File: config.mk
export PLATFORM = sky130hd
export DESIGN_NAME = xpc_top
export DESIGN_NICKNAME = d
export VERILOG_FILES = /design/src/logic/xpc_pkg.sv /design/src/logic/xpc_top.sv
export SDC_FILE = /design/constraint.sdc
export NUM_CORES = 1
export LEC_CHECK = 0
export ABC_AREA = 1
export BUFFER_PORTS_ARGS = -buffer_cell sky130_fd_sc_hd__buf_2
export CORE_MARGIN = 2
export CORE_UTILIZATION = 33
export DETAILED_ROUTE_END_ITERATION = 10
export GPL_ROUTABILITY_DRIVEN = 0
export PLACE_DENSITY_LB_ADDON = 0.25
export RECOVER_POWER = 50
export SLEW_MARGIN = 15
export SYNTH_ARGS = -nofsm -noshare
export SYNTH_HDL_FRONTEND = slang
export SYNTH_SLANG_ARGS = --single-unit
File: constraint.sdc
create_clock -name clk -period 1.2 [get_ports clk]
set_input_delay 0.12 -clock clk [delete_from_list [all_inputs] [get_ports clk]]
set_output_delay 0.12 -clock clk [all_outputs]
set_load 0.02 [all_outputs]
File: src/logic/xpc_pkg.sv
// shared constants and types for the crosspoint serial configuration block
package xpc_pkg;
  localparam int OUTPUTS = 4;
  localparam int ADDR_W = 3;
  localparam int FRAME_W = 16;
  localparam int WORD_W = 6;
  localparam int SLOT_W = 4;
  // addressed word layout
  localparam int WORD_OUT_LSB = 0;
  localparam int WORD_IN_LSB = 2;
  localparam int WORD_OFF_BIT = 5;
  // frame slot layout per output
  localparam int SLOT_OFF_BIT = 3;
  // register byte offsets
  localparam logic [3:0] REG_CTRL = 4'h0;
  localparam logic [3:0] REG_ROUTE = 4'h4;
  localparam logic [3:0] REG_STAGE = 4'h8;
  localparam logic [3:0] REG_STATUS = 4'hC;
  // control bits
  localparam int CTRL_APPLY_BIT = 0;
  localparam int CTRL_SHUT_BIT = 1;
  // status bits
  localparam int ST_PEND_BIT = 0;
  localparam int ST_ARMED_BIT = 1;
  localparam int ST_MODE_BIT = 2;
  localparam int ST_SEL_BIT = 3;
  localparam int ST_BCAST_BIT = 4;
  localparam int ST_RST_BIT = 5;
  localparam int STAGE_WORD_LSB = 16;
  localparam logic [1:0] RESP_OKAY = 2'h0;
  localparam logic [1:0] RESP_SLVERR = 2'h2;
  localparam logic [ADDR_W-1:0] INPUT_ZERO = 3'h0;

  // one output's routing setting
  typedef struct packed {
    logic off;
    logic [ADDR_W-1:0] sel;
  } xpc_route_type;

  // the seven documented control pins, after synchronising
  typedef struct packed {
    logic sclk;
    logic sdi;
    logic sel_n;
    logic apply;
    logic word_mode;
    logic clear;
    logic fanout_input_zero;
  } xpc_pins_type;
endpackage : xpc_pkg

File: src/logic/xpc_top.sv
// serial routing configuration logic with an axi4-lite status port
//
// Overview of operation
// [RL1] select low enables the link; while high, clock and data are ignored
// [RL2] first clock rise after select low arms; next fall takes first bit
// [RL3] data taken on clock falls, serial out and select handled on rises
// [RL4] controller raises select or stops clock after the final bit
// [RL5] one hidden active register per output holds on/off and input address
// [RL6] staging bank is shift registers written only from the serial link
// [RL7] staged data reaches routing only when the apply strobe goes high
// [RL8] apply strobe works whatever the select level
// [RL9] apply without newly shifted data changes nothing
// [RL10] mode high: addressed word changes one output, others keep settings
// [RL11] mode low: sixteen bit frame reprograms all outputs
// [RL12] mode pin is a level, independent of select
// [RL13] each output takes one input; an input may feed many outputs
// [RL14] controller never enables two joined outputs of paired devices
// [RL15] frame shifts bit 0 first; extra clocks push old bits out serially
// [RL16] addressed word: two bit output, three bit input, off flag, lsb first
// [RL17] clear pin loads input 0 and disables all outputs while high; here a high broadcast pin still turns them all on
// [RL18] broadcast pin enables all outputs routed from input 0 while high
// [RL19] frame slot k: bits 4k..4k+2 input address, bit 4k+3 off flag
`timescale 1ns/100ps
`default_nettype none
module xpc_top
  import xpc_pkg::*;
(
  // system
  input wire logic clk,
  input wire logic rst_n,
  // serial link and control pins, asynchronous to clk
  input wire logic link_sclk,
  input wire logic link_sdi,
  input wire logic link_sel_n,
  output logic link_sdo,
  input wire logic apply_pin,
  input wire logic word_mode,
  input wire logic clear_pin,
  input wire logic fanout_input_zero,
  // switching matrix drive
  output logic [OUTPUTS*ADDR_W-1:0] route_sel,
  output logic [OUTPUTS-1:0] route_on,
  // axi4-lite write address
  input wire logic [3:0] s_axi_awaddr,
  input wire logic s_axi_awvalid,
  output logic s_axi_awready,
  // axi4-lite write data
  input wire logic [31:0] s_axi_wdata,
  input wire logic [3:0] s_axi_wstrb,
  input wire logic s_axi_wvalid,
  output logic s_axi_wready,
  // axi4-lite write response
  output logic [1:0] s_axi_bresp,
  output logic s_axi_bvalid,
  input wire logic s_axi_bready,
  // axi4-lite read address
  input wire logic [3:0] s_axi_araddr,
  input wire logic s_axi_arvalid,
  output logic s_axi_arready,
  // axi4-lite read data
  output logic [31:0] s_axi_rdata,
  output logic [1:0] s_axi_rresp,
  output logic s_axi_rvalid,
  input wire logic s_axi_rready
);

  // ---------------- pin synchronisers ----------------
  xpc_pins_type raw, meta, pins, pins_d;
  assign raw = '{sclk: link_sclk, sdi: link_sdi, sel_n: link_sel_n,
                 apply: apply_pin, word_mode: word_mode, clear: clear_pin,
                 fanout_input_zero: fanout_input_zero};

  // two stages, then one more copy for edge detection of the clean stage
  always_ff @(posedge clk or negedge rst_n) begin
    if (!rst_n) begin
      meta <= '0;
      pins <= '0;
      pins_d <= '0;
    end else begin
      meta <= raw;
      pins <= meta;
      pins_d <= pins;
    end
  end

  logic sclk_rise, sclk_fall, apply_rise;
  assign sclk_rise = pins.sclk & ~pins_d.sclk;
  assign sclk_fall = ~pins.sclk & pins_d.sclk;
  assign apply_rise = pins.apply & ~pins_d.apply;

  // ---------------- software control ----------------
  logic soft_apply, next_soft_apply;
  logic soft_shut, next_soft_shut;
  logic wr_fire;
  logic [3:0] wr_addr;
  logic [31:0] wr_data;
  logic [3:0] wr_strb;

  // apply is a one-cycle pulse; shutdown is a held level
  always_comb begin
    next_soft_apply = 1'b0;
    next_soft_shut = soft_shut;
    if (wr_fire && wr_addr == REG_CTRL && wr_strb[0]) begin
      next_soft_apply = wr_data[CTRL_APPLY_BIT];
      next_soft_shut = wr_data[CTRL_SHUT_BIT];
    end
  end

  always_ff @(posedge clk or negedge rst_n) begin
    if (!rst_n) begin
      soft_apply <= 1'b0;
      soft_shut <= 1'b0;
    end else begin
      soft_apply <= next_soft_apply;
      soft_shut <= next_soft_shut;
    end
  end

  logic do_apply, do_clear;
  assign do_apply = apply_rise | soft_apply; // RL8
  assign do_clear = pins.clear | soft_shut;

  // ---------------- serial link and staging bank ----------------
  logic armed, next_armed;
  logic [FRAME_W-1:0] frame_sr, next_frame_sr;
  logic [WORD_W-1:0] word_sr, next_word_sr;
  logic pend_frame, next_pend_frame;
  logic pend_word, next_pend_word;
  logic sdo, next_sdo;

  // bits only move on sampled falls while armed; a pending flag set in the
  // same cycle as an apply survives so no shifted bit is silently dropped
  always_comb begin
    next_armed = armed;
    next_frame_sr = frame_sr;
    next_word_sr = word_sr;
    next_pend_frame = pend_frame;
    next_pend_word = pend_word;
    next_sdo = sdo;
    if (do_apply) begin
      if (pins.word_mode) begin
        next_pend_word = 1'b0; // RL9
      end else begin
        next_pend_frame = 1'b0; // RL9
      end
    end
    if (pins.sel_n) begin
      next_armed = 1'b0; // RL1
    end else if (sclk_rise) begin
      next_armed = 1'b1; // RL2
      next_sdo = frame_sr[0]; // RL3
    end else if (sclk_fall && armed) begin
      if (pins.word_mode) begin
        next_word_sr = {pins.sdi, word_sr[WORD_W-1:1]}; // RL16
        next_pend_word = 1'b1;
      end else begin
        next_frame_sr = {pins.sdi, frame_sr[FRAME_W-1:1]}; // RL15
        next_pend_frame = 1'b1;
      end
    end
  end

  // staging bank is written from the link only, never from the bus, which can only read it
  always_ff @(posedge clk or negedge rst_n) begin
    if (!rst_n) begin
      armed <= 1'b0;
      frame_sr <= '0;
      word_sr <= '0;
      pend_frame <= 1'b0;
      pend_word <= 1'b0;
      sdo <= 1'b0;
    end else begin
      armed <= next_armed;
      frame_sr <= next_frame_sr; // RL6
      word_sr <= next_word_sr; // RL6
      pend_frame <= next_pend_frame;
      pend_word <= next_pend_word;
      sdo <= next_sdo;
    end
  end

  assign link_sdo = sdo;

  // ---------------- active bank and matrix drive ----------------
  xpc_route_type active [OUTPUTS];
  xpc_route_type next_active [OUTPUTS];
  logic [OUTPUTS*ADDR_W-1:0] next_route_sel;
  logic [OUTPUTS-1:0] next_route_on;
  logic [1:0] word_out;

  assign word_out = word_sr[WORD_OUT_LSB +: 2];

  // one setting per output means one input per output by construction,
  // while nothing stops several outputs from naming the same input
  always_comb begin
    for (int k = 0; k < OUTPUTS; k++) begin
      next_active[k] = active[k];
      if (do_clear) begin
        next_active[k] = '{off: 1'b1, sel: INPUT_ZERO}; // RL17
      end else if (do_apply && !pins.word_mode && pend_frame) begin
        next_active[k] = '{off: frame_sr[k*SLOT_W+SLOT_OFF_BIT],
                           sel: frame_sr[k*SLOT_W +: ADDR_W]}; // RL19
      end else if (do_apply && pins.word_mode && pend_word &&
                   word_out == 2'(k)) begin
        next_active[k] = '{off: word_sr[WORD_OFF_BIT],
                           sel: word_sr[WORD_IN_LSB +: ADDR_W]}; // RL10
      end
      // broadcast overrides the drive only, the active bank is kept
      if (pins.fanout_input_zero) begin
        next_route_sel[k*ADDR_W +: ADDR_W] = INPUT_ZERO; // RL18
        next_route_on[k] = 1'b1; // RL18
      end else begin
        next_route_sel[k*ADDR_W +: ADDR_W] = do_clear ? INPUT_ZERO
                                                      : active[k].sel; // RL13
        next_route_on[k] = ~active[k].off & ~do_clear;
      end
    end
  end

  // the active bank takes no bus data, though a bus apply or shutdown still loads it
  always_ff @(posedge clk or negedge rst_n) begin
    if (!rst_n) begin
      for (int k = 0; k < OUTPUTS; k++) begin
        active[k] <= '{off: 1'b1, sel: INPUT_ZERO};
      end
      route_sel <= '0;
      route_on <= '0;
    end else begin
      for (int k = 0; k < OUTPUTS; k++) begin
        active[k] <= next_active[k]; // RL5 RL7 RL11
      end
      route_sel <= next_route_sel;
      route_on <= next_route_on;
    end
  end

  // ---------------- axi4-lite slave ----------------
  logic aw_held, next_aw_held, w_held, next_w_held;
  logic [3:0] aw_addr, next_aw_addr;
  logic [31:0] w_data, next_w_data;
  logic [3:0] w_strb, next_w_strb;
  logic bvalid, next_bvalid;
  logic [1:0] bresp, next_bresp;
  logic rvalid, next_rvalid;
  logic [31:0] rdata, next_rdata;
  logic [1:0] rresp, next_rresp;
  logic awready, next_awready, wready, next_wready, arready, next_arready;
  logic [FRAME_W-1:0] route_word;

  // packed view of the active bank in frame layout
  always_comb begin
    for (int k = 0; k < OUTPUTS; k++) begin
      route_word[k*SLOT_W +: SLOT_W] = {active[k].off, active[k].sel};
    end
  end

  assign wr_fire = aw_held & w_held & ~bvalid;
  assign wr_addr = aw_addr;
  assign wr_data = w_data;
  assign wr_strb = w_strb;

  // address and data are held separately, in either order; one write
  // and one read at a time keeps the slave free of queues
  always_comb begin
    next_aw_held = aw_held;
    next_w_held = w_held;
    next_aw_addr = aw_addr;
    next_w_data = w_data;
    next_w_strb = w_strb;
    next_bvalid = bvalid;
    next_bresp = bresp;
    next_rvalid = rvalid;
    next_rdata = rdata;
    next_rresp = rresp;
    if (s_axi_awvalid && awready) begin
      next_aw_held = 1'b1;
      next_aw_addr = s_axi_awaddr;
    end
    if (s_axi_wvalid && wready) begin
      next_w_held = 1'b1;
      next_w_data = s_axi_wdata;
      next_w_strb = s_axi_wstrb;
    end
    if (wr_fire) begin
      next_aw_held = 1'b0;
      next_w_held = 1'b0;
      next_bvalid = 1'b1;
      next_bresp = (aw_addr == REG_CTRL) ? RESP_OKAY : RESP_SLVERR;
    end else if (bvalid && s_axi_bready) begin
      next_bvalid = 1'b0;
    end
    if (s_axi_arvalid && arready) begin
      next_rvalid = 1'b1;
      next_rresp = RESP_OKAY;
      next_rdata = '0;
      unique case (s_axi_araddr)
        REG_CTRL: next_rdata[CTRL_SHUT_BIT] = soft_shut;
        REG_ROUTE: next_rdata[FRAME_W-1:0] = route_word;
        REG_STAGE: begin
          next_rdata[FRAME_W-1:0] = frame_sr;
          next_rdata[STAGE_WORD_LSB +: WORD_W] = word_sr;
        end
        REG_STATUS: begin
          next_rdata[ST_PEND_BIT] = pins.word_mode ? pend_word : pend_frame;
          next_rdata[ST_ARMED_BIT] = armed;
          next_rdata[ST_MODE_BIT] = pins.word_mode; // RL12
          next_rdata[ST_SEL_BIT] = ~pins.sel_n;
          next_rdata[ST_BCAST_BIT] = pins.fanout_input_zero;
          next_rdata[ST_RST_BIT] = do_clear;
        end
        default: next_rresp = RESP_SLVERR;
      endcase
    end else if (rvalid && s_axi_rready) begin
      next_rvalid = 1'b0;
    end
    next_awready = ~next_aw_held & ~next_bvalid;
    next_wready = ~next_w_held & ~next_bvalid;
    next_arready = ~next_rvalid;
  end

  // readies are registered so every bus output leaves a flip-flop
  always_ff @(posedge clk or negedge rst_n) begin
    if (!rst_n) begin
      aw_held <= 1'b0;
      w_held <= 1'b0;
      aw_addr <= '0;
      w_data <= '0;
      w_strb <= '0;
      bvalid <= 1'b0;
      bresp <= RESP_OKAY;
      rvalid <= 1'b0;
      rdata <= '0;
      rresp <= RESP_OKAY;
      awready <= 1'b0;
      wready <= 1'b0;
      arready <= 1'b0;
    end else begin
      aw_held <= next_aw_held;
      w_held <= next_w_held;
      aw_addr <= next_aw_addr;
      w_data <= next_w_data;
      w_strb <= next_w_strb;
      bvalid <= next_bvalid;
      bresp <= next_bresp;
      rvalid <= next_rvalid;
      rdata <= next_rdata;
      rresp <= next_rresp;
      awready <= next_awready;
      wready <= next_wready;
      arready <= next_arready;
    end
  end

  assign s_axi_awready = awready;
  assign s_axi_wready = wready;
  assign s_axi_bvalid = bvalid;
  assign s_axi_bresp = bresp;
  assign s_axi_arready = arready;
  assign s_axi_rvalid = rvalid;
  assign s_axi_rdata = rdata;
  assign s_axi_rresp = rresp;

endmodule : xpc_top
`default_nettype wire

=== After elaboration in Yosys (flattened, before gate mapping) ===
Cells that the tools add are included.

* Register bits after elaboration: 116
* Logic and storage cells: 166
* Output and inout bits: 58
* Bits of input ports: 58

* Multiplexer cells: 55
* Eq/ne operators: 6
* Reduce and logical (&&, ||, !) cells: 29
* Bitwise logic cells: 29

{| class="wikitable"
|+ Operators by type and width
! cell !! count
|-
| $mux W4 || 12
|-
| $mux W1 || 28
|-
| $mux W3 || 8
|-
| $pmux W10 S2 || 1
|-
| $logic_and A1 B1 Y1 || 16
|-
| $not A1 Y1 || 16
|-
| $pmux W4 S3 || 1
|-
| $reduce_bool A3 Y1 || 4
|-
| $and A1 B1 Y1 || 11
|-
| $eq A4 B4 Y1 const B || 2
|-
| $logic_not A4 Y1 || 2
|-
| $reduce_and A4 Y1 || 2
|-
| $mux W6 || 1
|-
| $eq A2 B2 Y1 const B || 2
|-
| $eq A4 B3 Y1 const B || 1
|-
| $mux W2 || 2
|-
| $pmux W1 S4 || 1
|-
| $reduce_or A4 Y1 || 1
|-
| $pmux W1 S3 || 1
|-
| $eq A2 B1 Y1 const B || 1
|-
| $logic_not A2 Y1 || 1
|-
| $or A1 B1 Y1 || 2
|-
| $reduce_and A2 Y1 || 1
|-
| $reduce_bool A2 Y1 || 1
|-
| $logic_not A1 Y1 || 1
|}

=== Depth between registers and ports, before layout ===
Gate-level depths: netlist of run 1.

* Word-level depth: 9
* Gate-level depth with buffers: 8
* Gate-level depth less buffers: 8

=== Worst setup path after synthesis of run 1 ===
OpenSTA, ideal clock, no wires.

* Path type: register -> register
* Start: register arready, in the netlist s_axi_arready
* End: register rdata[11], in the netlist s_axi_rdata[11]
* Period minus slack after synthesis: 1.365 ns
* Buffers on the path: 1
* Library setup time: 0.125 ns
* Path slack: -0.165 ns
* Required time: 1.075 ns
* Cell stages (with the launch flop): 6
* Data arrival time: 1.240 ns
* Cells stage by stage: dfrtp_1 > nand2_1 > clkinv_1 > clkbuf_1 > nand3_1 > nand3_1

* Word-level cells in the longest chain between the ends: 1

{| class="wikitable"
|+ RTL lines
! what !! RTL line !! RTL
|-
| from (decl) || xpc_top.sv:247 || <nowiki>logic awready, next_awready, wready, next_wready, arready, next_arready;</nowiki>
|-
| from (signal assigned) || xpc_top.sv:350 || <nowiki>arready <= next_arready;</nowiki>
|-
| $logic_and A1 B1 Y1 || xpc_top.sv:292 || <nowiki>if (s_axi_arvalid && arready) begin</nowiki>
|-
| to (signal assigned) || xpc_top.sv:346 || <nowiki>rdata <= next_rdata;</nowiki>
|-
| to (decl) || xpc_top.sv:245 || <nowiki>logic [31:0] rdata, next_rdata;</nowiki>
|}

No other way between the ends.
A chain may end at the register's enable or synchronous reset.

=== Worst setup path in the final report of run 1 ===
* Start: register pins[2] (netlist name)
* End: register active[3] (netlist name)

* Word-level cells in the longest chain between the ends: 5
* Elaborated cells on any way between the ends: 9
* Those cells by class: 2 x mux; 7 x reduce/logical

{| class="wikitable"
|+ RTL lines
! what !! RTL line !! RTL
|-
| from (decl) || xpc_top.sv:68 || <nowiki>xpc_pins_type raw, meta, pins, pins_d;</nowiki>
|-
| from (signal assigned) || xpc_top.sv:81 || <nowiki>pins <= meta;</nowiki>
|-
| $logic_not A1 Y1 || xpc_top.sv:200 || <nowiki>end else if (do_apply && !pins.word_mode && pend_frame) begin</nowiki>
|-
| $logic_and A1 B1 Y1 (2 in series) || xpc_top.sv:200 ||
|-
| $mux W4 || xpc_top.sv:200 ||
|-
| $mux W4 || xpc_top.sv:198 || <nowiki>if (do_clear) begin</nowiki>
|-
| to (signal, indexed assignment) || xpc_top.sv:224 || <nowiki>active[k] <= '{off: 1'b1, sel: INPUT_ZERO};</nowiki>
|-
| to (signal, indexed assignment) || xpc_top.sv:230 || <nowiki>active[k] <= next_active[k];</nowiki>
|-
| to (decl) || xpc_top.sv:185 || <nowiki>xpc_route_type active [OUTPUTS];</nowiki>
|}

Several ways; a longest one is shown, not always the timed one.

==> results of run 1 <==
-- through the flow --
stage / util, % / setup TNS (ns) / hold slack [ns] / setup slack [ns] / power (mW)
final: 49.9 / -1.24 / 0.0266 / -0.0676 / 12.4
after global routing: 49.9 / -7.90 / 0.0218 / -0.158 / 13.0
after CTS: 48.4 / -1.80 / 0.0000900 / -0.0609 / 12.4
after detailed placement: 39.7 / -2.32 / 0.168 / -0.161 / 6.81
after global placement: 39.7 / -1.60 / 0.167 / -0.140 / 6.75
after floorplan: - / -0.0100 / -0.176 / -0.00157 / 5.97
-- timing repair --
action | 4_1_cts | 5_1_grt
setup endpoints to repair | 56 | 45
hold buffers | 17 | 0
cloned | 5 | 2
gates resized for setup | 71 | 61
endpoints found under the hold margin | 127 | 0
pin swaps | 36 | 10
setup buffers | 12 | 3
-- Yosys cell counts, drive strengths merged (3+ instances only) --
library cell    n
a21oi          12
buf            20
clkbuf          8
dfrtp         110
dfstp           4
inv            52
nand2         131
nand3          84
nand4           6
nor2           36
nor3            3
o211ai          7
o21ai          33
-- sequential cells by signal (all words and copies together), names as in the netlist, 4 cells and up --
name,flops
aw_addr,4
word_sr,6
route_on,4
pins,7
route_sel,12
meta,7
s_axi_rdata,22
frame_sr,16
active,16
-- routing by layer --
layer  part of all wire (%)  track usage (%)
met1                     44             21.6
met2                     49             27.0
met3                    5.4             6.00
met4                    1.6             6.39
met5                      0                0
-- layout make-up --
type,count,share of cell area [%]
tap,180,3.25
inverter,53,3.01
multi-input combinational,326,28.0
clock inverter,10,1.88
timing repair buffer,141,15.6
clock buffer,22,6.99
sequential,114,41.2
-- logic make-up after synthesis --
| group | count (synthesis) |
|---|---|
| AOI/OAI and AO/OA | 52 |
| buffers and inverters | 81 |
| DFF | 114 |
| other | 1 |
| and+or+nand+nor | 261 |
-- worst max path at each step --
stage | from | endpoint | slack [ns] | cells after the start
floorplan | soft_shut | active[10] | -0.002 | 6
global placement | pins[2] | active[2] | -0.14 | 5
detailed placement | pins[2] | active[2] | -0.16 | 5
CTS | pins[3] | active[0] | -0.06 | 8
global route | pins_d[3] | active[3] | -0.16 | 9
finish | pins[2] | active[3] | -0.07 | 7
-- power by group through the flow --
stage	registers [mW]	clock network (mW)	logic [mW]
6_report	4.88	5.15	2.35
5_1_grt	4.94	5.48	2.61
4_1_cts	4.84	5.28	2.27
3_5_place_dp	4.88	0	1.94
3_3_place_gp	4.86	0	1.89
2_1_floorplan	4.96	0	1.01
-- critical path: cells and delay by family, from the launching register on --
kind	cells	cell delay [ns]
simple gates	6	0.61
flops	1	0.44
buf+inv	1	0.16
==> impl_metrics.csv, run 1 <==
group,metric,value,unit
status,outcome,"complete, but fails checks",
status,violations,"negative setup slack",
placed_design,io_buffers,70,
logic_synthesis,muxShareOfSynthArea,0,%
run,drv_cap,0,
clock_network,clk_latency,0.41,ns
cells_and_area,multiInputGateArea,1940,um2
timing,worst_pin_slew,0.757,ns
cells_and_area,fin_cells,846,
cells_and_area,fin_area,6930,um2
global_routing,grt_pass1_vias,4014,
logic_synthesis,synthSimpleGateAreaFrac,24.3,%
timing,min_period_over_period,106,%
cells_and_area,ff_latch_area,2860,um2
timing,timing.fmax,0.789,GHz
global_routing,antenna_found_initial,0,
critical_path,crit_fanout,5,
timing,rsz0062_at_grt,"yes",
drt,first_iter_violations,194,
die,fp.dieH,123,um
pwr,ir_drop,0.00106,V
clock_network,htreeDepth,4,
critical_path,arrival,1.61,ns
clock_network,cts_tree,"built",
placed_design,dpl.hpwl,8.12,mm
clock_network,clk_pin_slew,0.05,ns
cells_and_area,most-common-layout-cells,"109 x nand2_1, 109 x dfrtp_1, 69 x buf_2",
placed_design,placed_cells,776,
clock_network,clock_sinks,114,
critical_path,path_cells,"nor2_4, buf_6, nand2_4, nand2_2, nand3_1, nand2_1, nand2_1",
timing,fin_skew,0.00637,ns
min_path,hold_class,"primary input to flop",
logic_synthesis,synth_top_area_share,58.5,%
die,start_util,33.9,%
timing,drv_slew,0,
critical_path,worst_r2r_endpoint,"active[3]",
critical_path,slowest_delay,0.44,ns
logic_synthesis,yosysWarnings,0,
logic_synthesis,async_flop_share,100,%
drt,wl,12.2,mm
global_routing,grt_overflow_total,0,
clock_network,cts_buffer_depth,2,
timing,relSlewSlack,49.6,%
pwr,combPwrFrac,19.0,%
logic_synthesis,synth_compound_area_share,7.07,%
drt,final_antenna_net_count,0,
critical_path,required,1.55,ns
logic_synthesis,synth-seq-cells,114,
logic_synthesis,syn_inst,509,
logic_synthesis,synth-xor-area-share,0,%
pwr,seqPwrFrac,39.4,%
critical_path,path_class,"flop to flop",
critical_path,worst_r2r_path_depth,7,
logic_synthesis,seq_area_frac_synth,60.7,%
pwr,p_clk_share,41.6,%
cells_and_area,fin_nets,711,
timing,setup_ws,-0.0676,ns
drt,via_count,3941,
logic_synthesis,synthDistinctLibCells,27,
critical_path,endpoint_kind,"flop",
die,die_area,15200,um2
clock_network,cts_buffers,17,
timing,finalSetupViolations,37,
pwr,power_density,1790,nW/um2
logic_synthesis,synth_top_family_by_area,"simple AND/OR/NAND/NOR gates",
die,pin_count,116,
min_path,worstHoldEndpoint,"w_strb[0]",
logic_synthesis,synthFlopType,"dfrtp_1",
pwr,leakagePower,3.46,nW
global_routing,grt.total_usage,17.1,%
logic_synthesis,synth_fa_ha_area_share,0,%
cells_and_area,fillers,1299,
placed_design,postPlaceCellArea,5510,um2
logic_synthesis,synth-edff-count,0,
critical_path,r2r_slack,-0.07,ns
drt,drt_pass1_iterations,5,
drt,drc,0,
critical_path,crit_path_top_delay_cell,"dfrtp_2",
logic_synthesis,netlist_area,4710,um2
global_routing,grt_max_degree,56,
logic_synthesis,synth.avg_cell_area,9.25,um2
pwr,p_int,8.83,mW
pwr,p_sw,3.55,mW
die,core,13900,um2
min_path,holdCritStartpoint,"s_axi_wvalid",
die,die_w,123,um
drt,viasPerCell,4.66,
cells_and_area,layout-drive-gt1-share,38.1,%
critical_path,cp-start-kind,"flop",
pwr,swShare,28.7,%
critical_path,reg2reg_from,"pins[2]",
clock_network,clockRootBuffer,"clkbuf_16",
cells_and_area,antenna_cells,0,
die,fp-row-count,43,
min_path,hold-path-cell-count,4,
logic_synthesis,ys_top_cells_by_area,"dfrtp_1 58%, nand2_1 10%, nand3_1 8.9%, inv_1 3.9%, o21ai_0 3.0%",
timing,fin_crit,1.27,ns
global_routing,grt_pass1_wl,19.8,mm
critical_path,crit_path_frequent_cell,"nand2_1",
timing,hold_violations,0,
cells_and_area,area_delta_synth_final,47.3,%
logic_synthesis,synth_area_leader_cell,"dfrtp_1",
drt,wire_per_inst,14.4,um
(Power assumes the default switching activity.)
==> run 2: changes to the inputs <==
--- a/config.mk
+++ b/config.mk
@@ -7,13 +7,13 @@
 export LEC_CHECK = 0
 export ABC_AREA = 1
 export BUFFER_PORTS_ARGS = -buffer_cell sky130_fd_sc_hd__buf_2
-export CORE_MARGIN = 2
 export CORE_UTILIZATION = 33
 export DETAILED_ROUTE_END_ITERATION = 10
 export GPL_ROUTABILITY_DRIVEN = 0
+export HOLD_SLACK_MARGIN = 0.12
 export PLACE_DENSITY_LB_ADDON = 0.25
 export RECOVER_POWER = 50
-export SLEW_MARGIN = 15
+export SLEW_MARGIN = 10
 export SYNTH_ARGS = -nofsm -noshare
 export SYNTH_HDL_FRONTEND = slang
 export SYNTH_SLANG_ARGS = --single-unit
==> run 2 against run 1 <==
- the run still ends with negative setup slack left
- non-clock buffer count down 7
- power down 1.1%
- critical path type unchanged
- via count down 3.8%
- global-route usage down 0.32 points
- critical path depth unchanged
- routed wire length down 4.3%
- sequential power about the same
- highest routed layer unchanged
==> impl_metrics.csv, run 2 (synthesis results as in run 1) <==
group,metric,value,unit
status,outcome,"complete, but fails checks",
status,violations,"negative setup slack",
timing,worst_pin_slew,0.732,ns
global_routing,antenna_found_initial,0,
die,fp.dieH,121,um
drt,wl,11.6,mm
timing,drv_slew,0,
cells_and_area,most-common-layout-cells,"110 x nand2_1, 109 x dfrtp_1, 69 x buf_2",
clock_network,cts_tree,"built",
die,core,13900,um2
cells_and_area,antenna_cells,0,
timing,timing.fmax,0.769,GHz
timing,fin_setup_tns,-2.09,ns
die,start_util,33.9,%
cells_and_area,fillers,1277,
placed_design,pre_cts_slack,-0.187,ns
clock_network,clock_sinks,114,
drt,viasPerCell,4.52,
cells_and_area,fin_nets,703,
die,fp-row-count,43,
drt,first_iter_violations,221,
clock_network,cts_buffers,17,
critical_path,cp-start-kind,"flop",
clock_network,htreeDepth,4,
cells_and_area,layout-drive-gt1-share,34.5,%
die,die_w,121,um
clock_network,clockRootBuffer,"clkbuf_16",
placed_design,placed_cells,774,
placed_design,io_buffers,70,
pwr,ir_drop,0.000983,V
timing,fin_skew,0.0139,ns
timing,finalSetupViolations,37,
cells_and_area,final_common_cell,"nand2_1",
run,drv_cap,0,
pwr,leakagePower,3.38,nW
timing,fin_crit,1.30,ns
clock_network,clk_latency,0.42,ns
min_path,hold_class,"primary input to flop",
die,pin_count,116,
drt,final_antenna_net_count,0,
timing,min_period_over_period,108,%
drt,via_count,3791,
cells_and_area,fin_cells,838,
critical_path,arrival,1.59,ns
critical_path,required,1.49,ns
clock_network,clk_pin_slew,0.05,ns
critical_path,path_class,"flop to flop",
timing,hold_violations,0,
clock_network,cts_buffer_depth,2,
pwr,power,12.2,mW
pwr,power_density,1810,nW/um2
global_routing,grt_pass1_vias,3722,
timing,setup_ws,-0.100,ns
global_routing,grt_max_degree,59,
timing,rsz0062_at_grt,"yes",
global_routing,grt.total_usage,16.8,%
drt,drt_pass1_iterations,4,
cells_and_area,largest_reg_flops,22,
placed_design,dpl.hpwl,7.85,mm
drt,wire_per_inst,13.9,um
global_routing,grt_pass1_wl,18.7,mm
global_routing,grt_overflow_total,0,
critical_path,crit_fanout,8,
drt,drc,0,
cells_and_area,final_util,48.8,%
die,die_area,14700,um2
timing,relSlewSlack,51.2,%
cells_and_area,area_delta_synth_final,44.0,%
critical_path,endpoint_kind,"flop",
[run 2: changes by cell type in the layout (fill, tap and decap cells not counted), sizes merged]
cell,previous run,this run
buf,117,106
bufinv,3,4
clkbuf,29,27
clkdlybuf4s15,0,1
dlygate4sd3,17,21
nand2,132,131
[run 2: per-stage QoR]
step | hold slack, ns | area (um2)
after floorplan | -0.176 | 4770
after global placement | -0.0405 | 5520
after detailed placement | -0.0424 | 5520
after CTS | 0.120 | 6660
after global routing | 0.153 | 6780
final | 0.125 | 6780
[run 2: worst max-delay path, stage by stage, from the launching register on]
cell	delay, ns
dfrtp_1	0.35
nand2_1	0.07
nor3_2	0.20
buf_4	0.18
nand2_8	0.08
clkbuf_16	0.18
nor2_2	0.08
a21oi_1	0.04
[run 2: final timing paths]
path / start / to / slack (ns) / cells past startpoint
max: armed / frame_sr[12] / -0.10 / 7
min: s_axi_araddr[0] / s_axi_rresp[1] / 0.13 / 5
max reg2reg: armed / frame_sr[12] / -0.10 / 7
min reg2reg: meta[4] / pins[4] / 0.34 / 0
max in group asynchronous: rst_n / pins[2] / 0.13 / 3
min in group asynchronous: rst_n / s_axi_rdata[9] / 0.46 / 3
[run 2: layout make-up]
class	count	area [um2]	area share (%)
flip-flops and latches	114	2860	42.2
multi-input cells	325	1830	27.1
repair buffers	134	1040	15.4
clock buffers	21	450	6.65
well taps	180	225	3.32
inverters	53	206	3.05
clock inverters	11	160	2.36
[run 2: report_power, final]
group	switching, mW	total (mW)	internal (mW)
Combinational	1.35	2.18	0.826
Clock	1.69	5.19	3.50
Sequential	0.413	4.87	4.46
Total	3.46	12.2	8.79
[run 2: what timing repair did]
action / in CTS / in global routing
setup buffers: 7 / 0
gates cloned: 2 / 4
hold endpoints to repair: 136 / 0
pin swaps: 16 / 9
setup endpoints to repair: 52 / 46
hold buffers: 22 / 0
resized for setup: 59 / 44
[run 2: layer usage]
layer / vias to the layer above / wire [um] / track usage (%)
li1: 1897 / - / -
met1: 1767 / 5160 / 21.7
met2: 108 / 5660 / 26.4
met3: 19 / 611 / 4.84
met4: 0 / 193 / 6.79
met5: - / 0 / 0
==> run 3: changes to the inputs <==
--- a/config.mk
+++ b/config.mk
@@ -13,6 +13,7 @@
 export HOLD_SLACK_MARGIN = 0.12
 export PLACE_DENSITY_LB_ADDON = 0.25
 export RECOVER_POWER = 50
+export SETUP_SLACK_MARGIN = 0.05
 export SLEW_MARGIN = 10
 export SYNTH_ARGS = -nofsm -noshare
 export SYNTH_HDL_FRONTEND = slang
==> run 3 against run 2 <==
- the run still ends with negative setup slack left
- power increased by 1.5%
- design area increased by 2.1%
- combinational power increased by 4%
- cell count increased by 0.60%
- largest cell class unchanged
- routed wire length increased by 1.9%
- flip-flop and latch count unchanged
- sequential power about the same
- clock skew decreased by 0.0053 ns
==> impl_metrics.csv, run 3 (synthesis results as in run 1) <==
group,metric,value,unit
pwr,power,12.4,mW
critical_path,required,1.56,ns
critical_path,path_cells,"nor2_4, buf_12, buf_8, nand3_1, nand3_1, nand2_1, nand2_1",
cells_and_area,ff_latch_area,2860,um2
timing,finalSetupViolations,29,
timing,rsz0062_at_grt,"yes",
global_routing,grt_overflow_total,0,
clock_network,htreeDepth,4,
drt,wl_met1,5.37,mm
timing,drv_slew,0,
global_routing,grt_pass1_wl,18.1,mm
critical_path,crit_path_top_delay_cell,"dfrtp_2",
drt,top_layer_used,"met4",
timing,whs,0.120,ns
drt,viasPerCell,4.59,
timing,fin_crit,1.31,ns
clock_network,clk_latency,0.42,ns
critical_path,cp-start-kind,"flop",
die,pin_count,116,
pwr,ir_drop,0.00119,V
die,fp-row-count,43,
global_routing,antenna_found_initial,0,
die,die_w,121,um
pwr,p_clk_share,42.6,%
critical_path,endpoint_kind,"flop",
placed_design,pre_cts_slack,-0.152,ns
cells_and_area,multiInputGateArea,1960,um2
cells_and_area,fin_nets,708,
placed_design,dpl.hpwl,7.83,mm
die,core,13900,um2
critical_path,slowest_delay,0.44,ns
drt,final_antenna_net_count,0,
cells_and_area,largest_reg_flops,22,
pwr,combPwrFrac,18.2,%
die,fp.dieH,121,um
run,drv_cap,0,
cells_and_area,area_delta_synth_final,47.0,%
critical_path,arrival,1.67,ns
clock_network,cts_buffer_depth,2,
die,die_area,14700,um2
cells_and_area,most-common-layout-cells,"109 x dfrtp_1, 97 x nand2_1, 69 x buf_2",
cells_and_area,fin_area,6920,um2
global_routing,grt_max_degree,37,
status,outcome,"complete, but fails checks",
pwr,seqPwrFrac,39.2,%
timing,hold_violations,0,
pwr,power_density,1800,nW/um2
timing,min_period_over_period,109,%
global_routing,grt.total_usage,16.4,%
drt,drc,0,
timing,timing.fmax,0.763,GHz
global_routing,grt_pass1_vias,3657,
timing,setup_ws,-0.110,ns
timing,fin_skew,0.00860,ns
pwr,p_int,8.82,mW
cells_and_area,fillers,1289,
critical_path,path_class,"flop to flop",
drt,drt_pass1_iterations,4,
drt,dr_wl_met2,5.67,mm
clock_network,cts_tree,"built",
drt,first_iter_violations,220,
cells_and_area,final_common_cell,"dfrtp_1",
status,violations,"negative setup slack",
placed_design,io_buffers,70,
drt,wire_per_inst,14.1,um
cells_and_area,antenna_cells,0,
die,start_util,33.9,%
drt,via_count,3871,
clock_network,cts_buffers,17,
cells_and_area,layout-drive-gt1-share,38.5,%
critical_path,crit_fanout,5,
clock_network,clockRootBuffer,"clkbuf_16",
clock_network,clock_sinks,114,
pwr,swShare,29.0,%
pwr,leakagePower,3.43,nW
placed_design,postPlaceCellArea,5480,um2
clock_network,clk_pin_slew,0.05,ns
pwr,p_sw,3.60,mW
drt,route.met3.wl,568,um
min_path,hold_class,"primary input to flop",
drt,wl,11.8,mm
cells_and_area,final_util,49.8,%
==> run 3: timing repair <==
item / CTS / global route
gates resized for setup: 32 / 101
setup endpoints to repair: 54 / 51
pin swaps: 7 / 24
hold buffers: 22 / 0
cloned: 1 / 8
setup buffers: 2 / 5
hold endpoints to repair: 133 / 0
==> run 3: power groups by stage <==
stage               combinational [mW]  sequential (mW)  clock (mW)
floorplan                         1.03             4.97           0
global placement                  1.85             4.85           0
detailed placement                1.89             4.88           0
CTS                               2.06             4.82        5.39
global route                      2.50             4.94        5.58
finish                            2.26             4.87        5.30
==> run 3: final cells by class <==
type	count	share of cell area [%]
tap	180	3.26
sequential	114	41.3
clock buffer	19	6.40
multi-input combinational	327	28.4
clock inverter	13	2.68
timing repair buffer	137	15.0
inverter	53	2.98
==> run 3: through the flow <==
| step | setup TNS (ns) | cells |
|---|---|---|
| finish | -1.16 | 843 |
| global route | -2.74 | 843 |
| CTS | -0.510 | 832 |
| detailed placement | -2.29 | 775 |
| global placement | -1.29 | 775 |
| floorplan | 0 | 520 |
==> run 3: routing by layer <==
layer / track usage (%) / vias up
met3: 4.98 / 22
met5: 0 / -
met4: 7.41 / 0
met2: 24.5 / 97
li1: - / 1912
met1: 21.7 / 1840
==> run 3: critical path: cells and delay by family (launching register included) <==
kind | cells | cell delay (ns)
buffers and inverters | 2 | 0.27
and+or+nand+nor | 5 | 0.54
DFF | 1 | 0.44
==> run 3: worst paths after layout <==
| path | slack (ns) | cells past startpoint | startpoint | endpoint |
|---|---|---|---|---|
| setup / recovery | -0.11 | 7 | pins[2] | active[7] |
| hold / removal | 0.12 | 5 | s_axi_araddr[0] | s_axi_rresp[1] |
| setup reg to reg | -0.11 | 7 | pins[2] | active[7] |
| hold reg to reg | 0.34 | 0 | meta[6] | pins[6] |
| max in group asynchronous | 0.17 | 3 | rst_n | active[15] |
| min in group asynchronous | 0.18 | 2 | rst_n | frame_sr[15] |
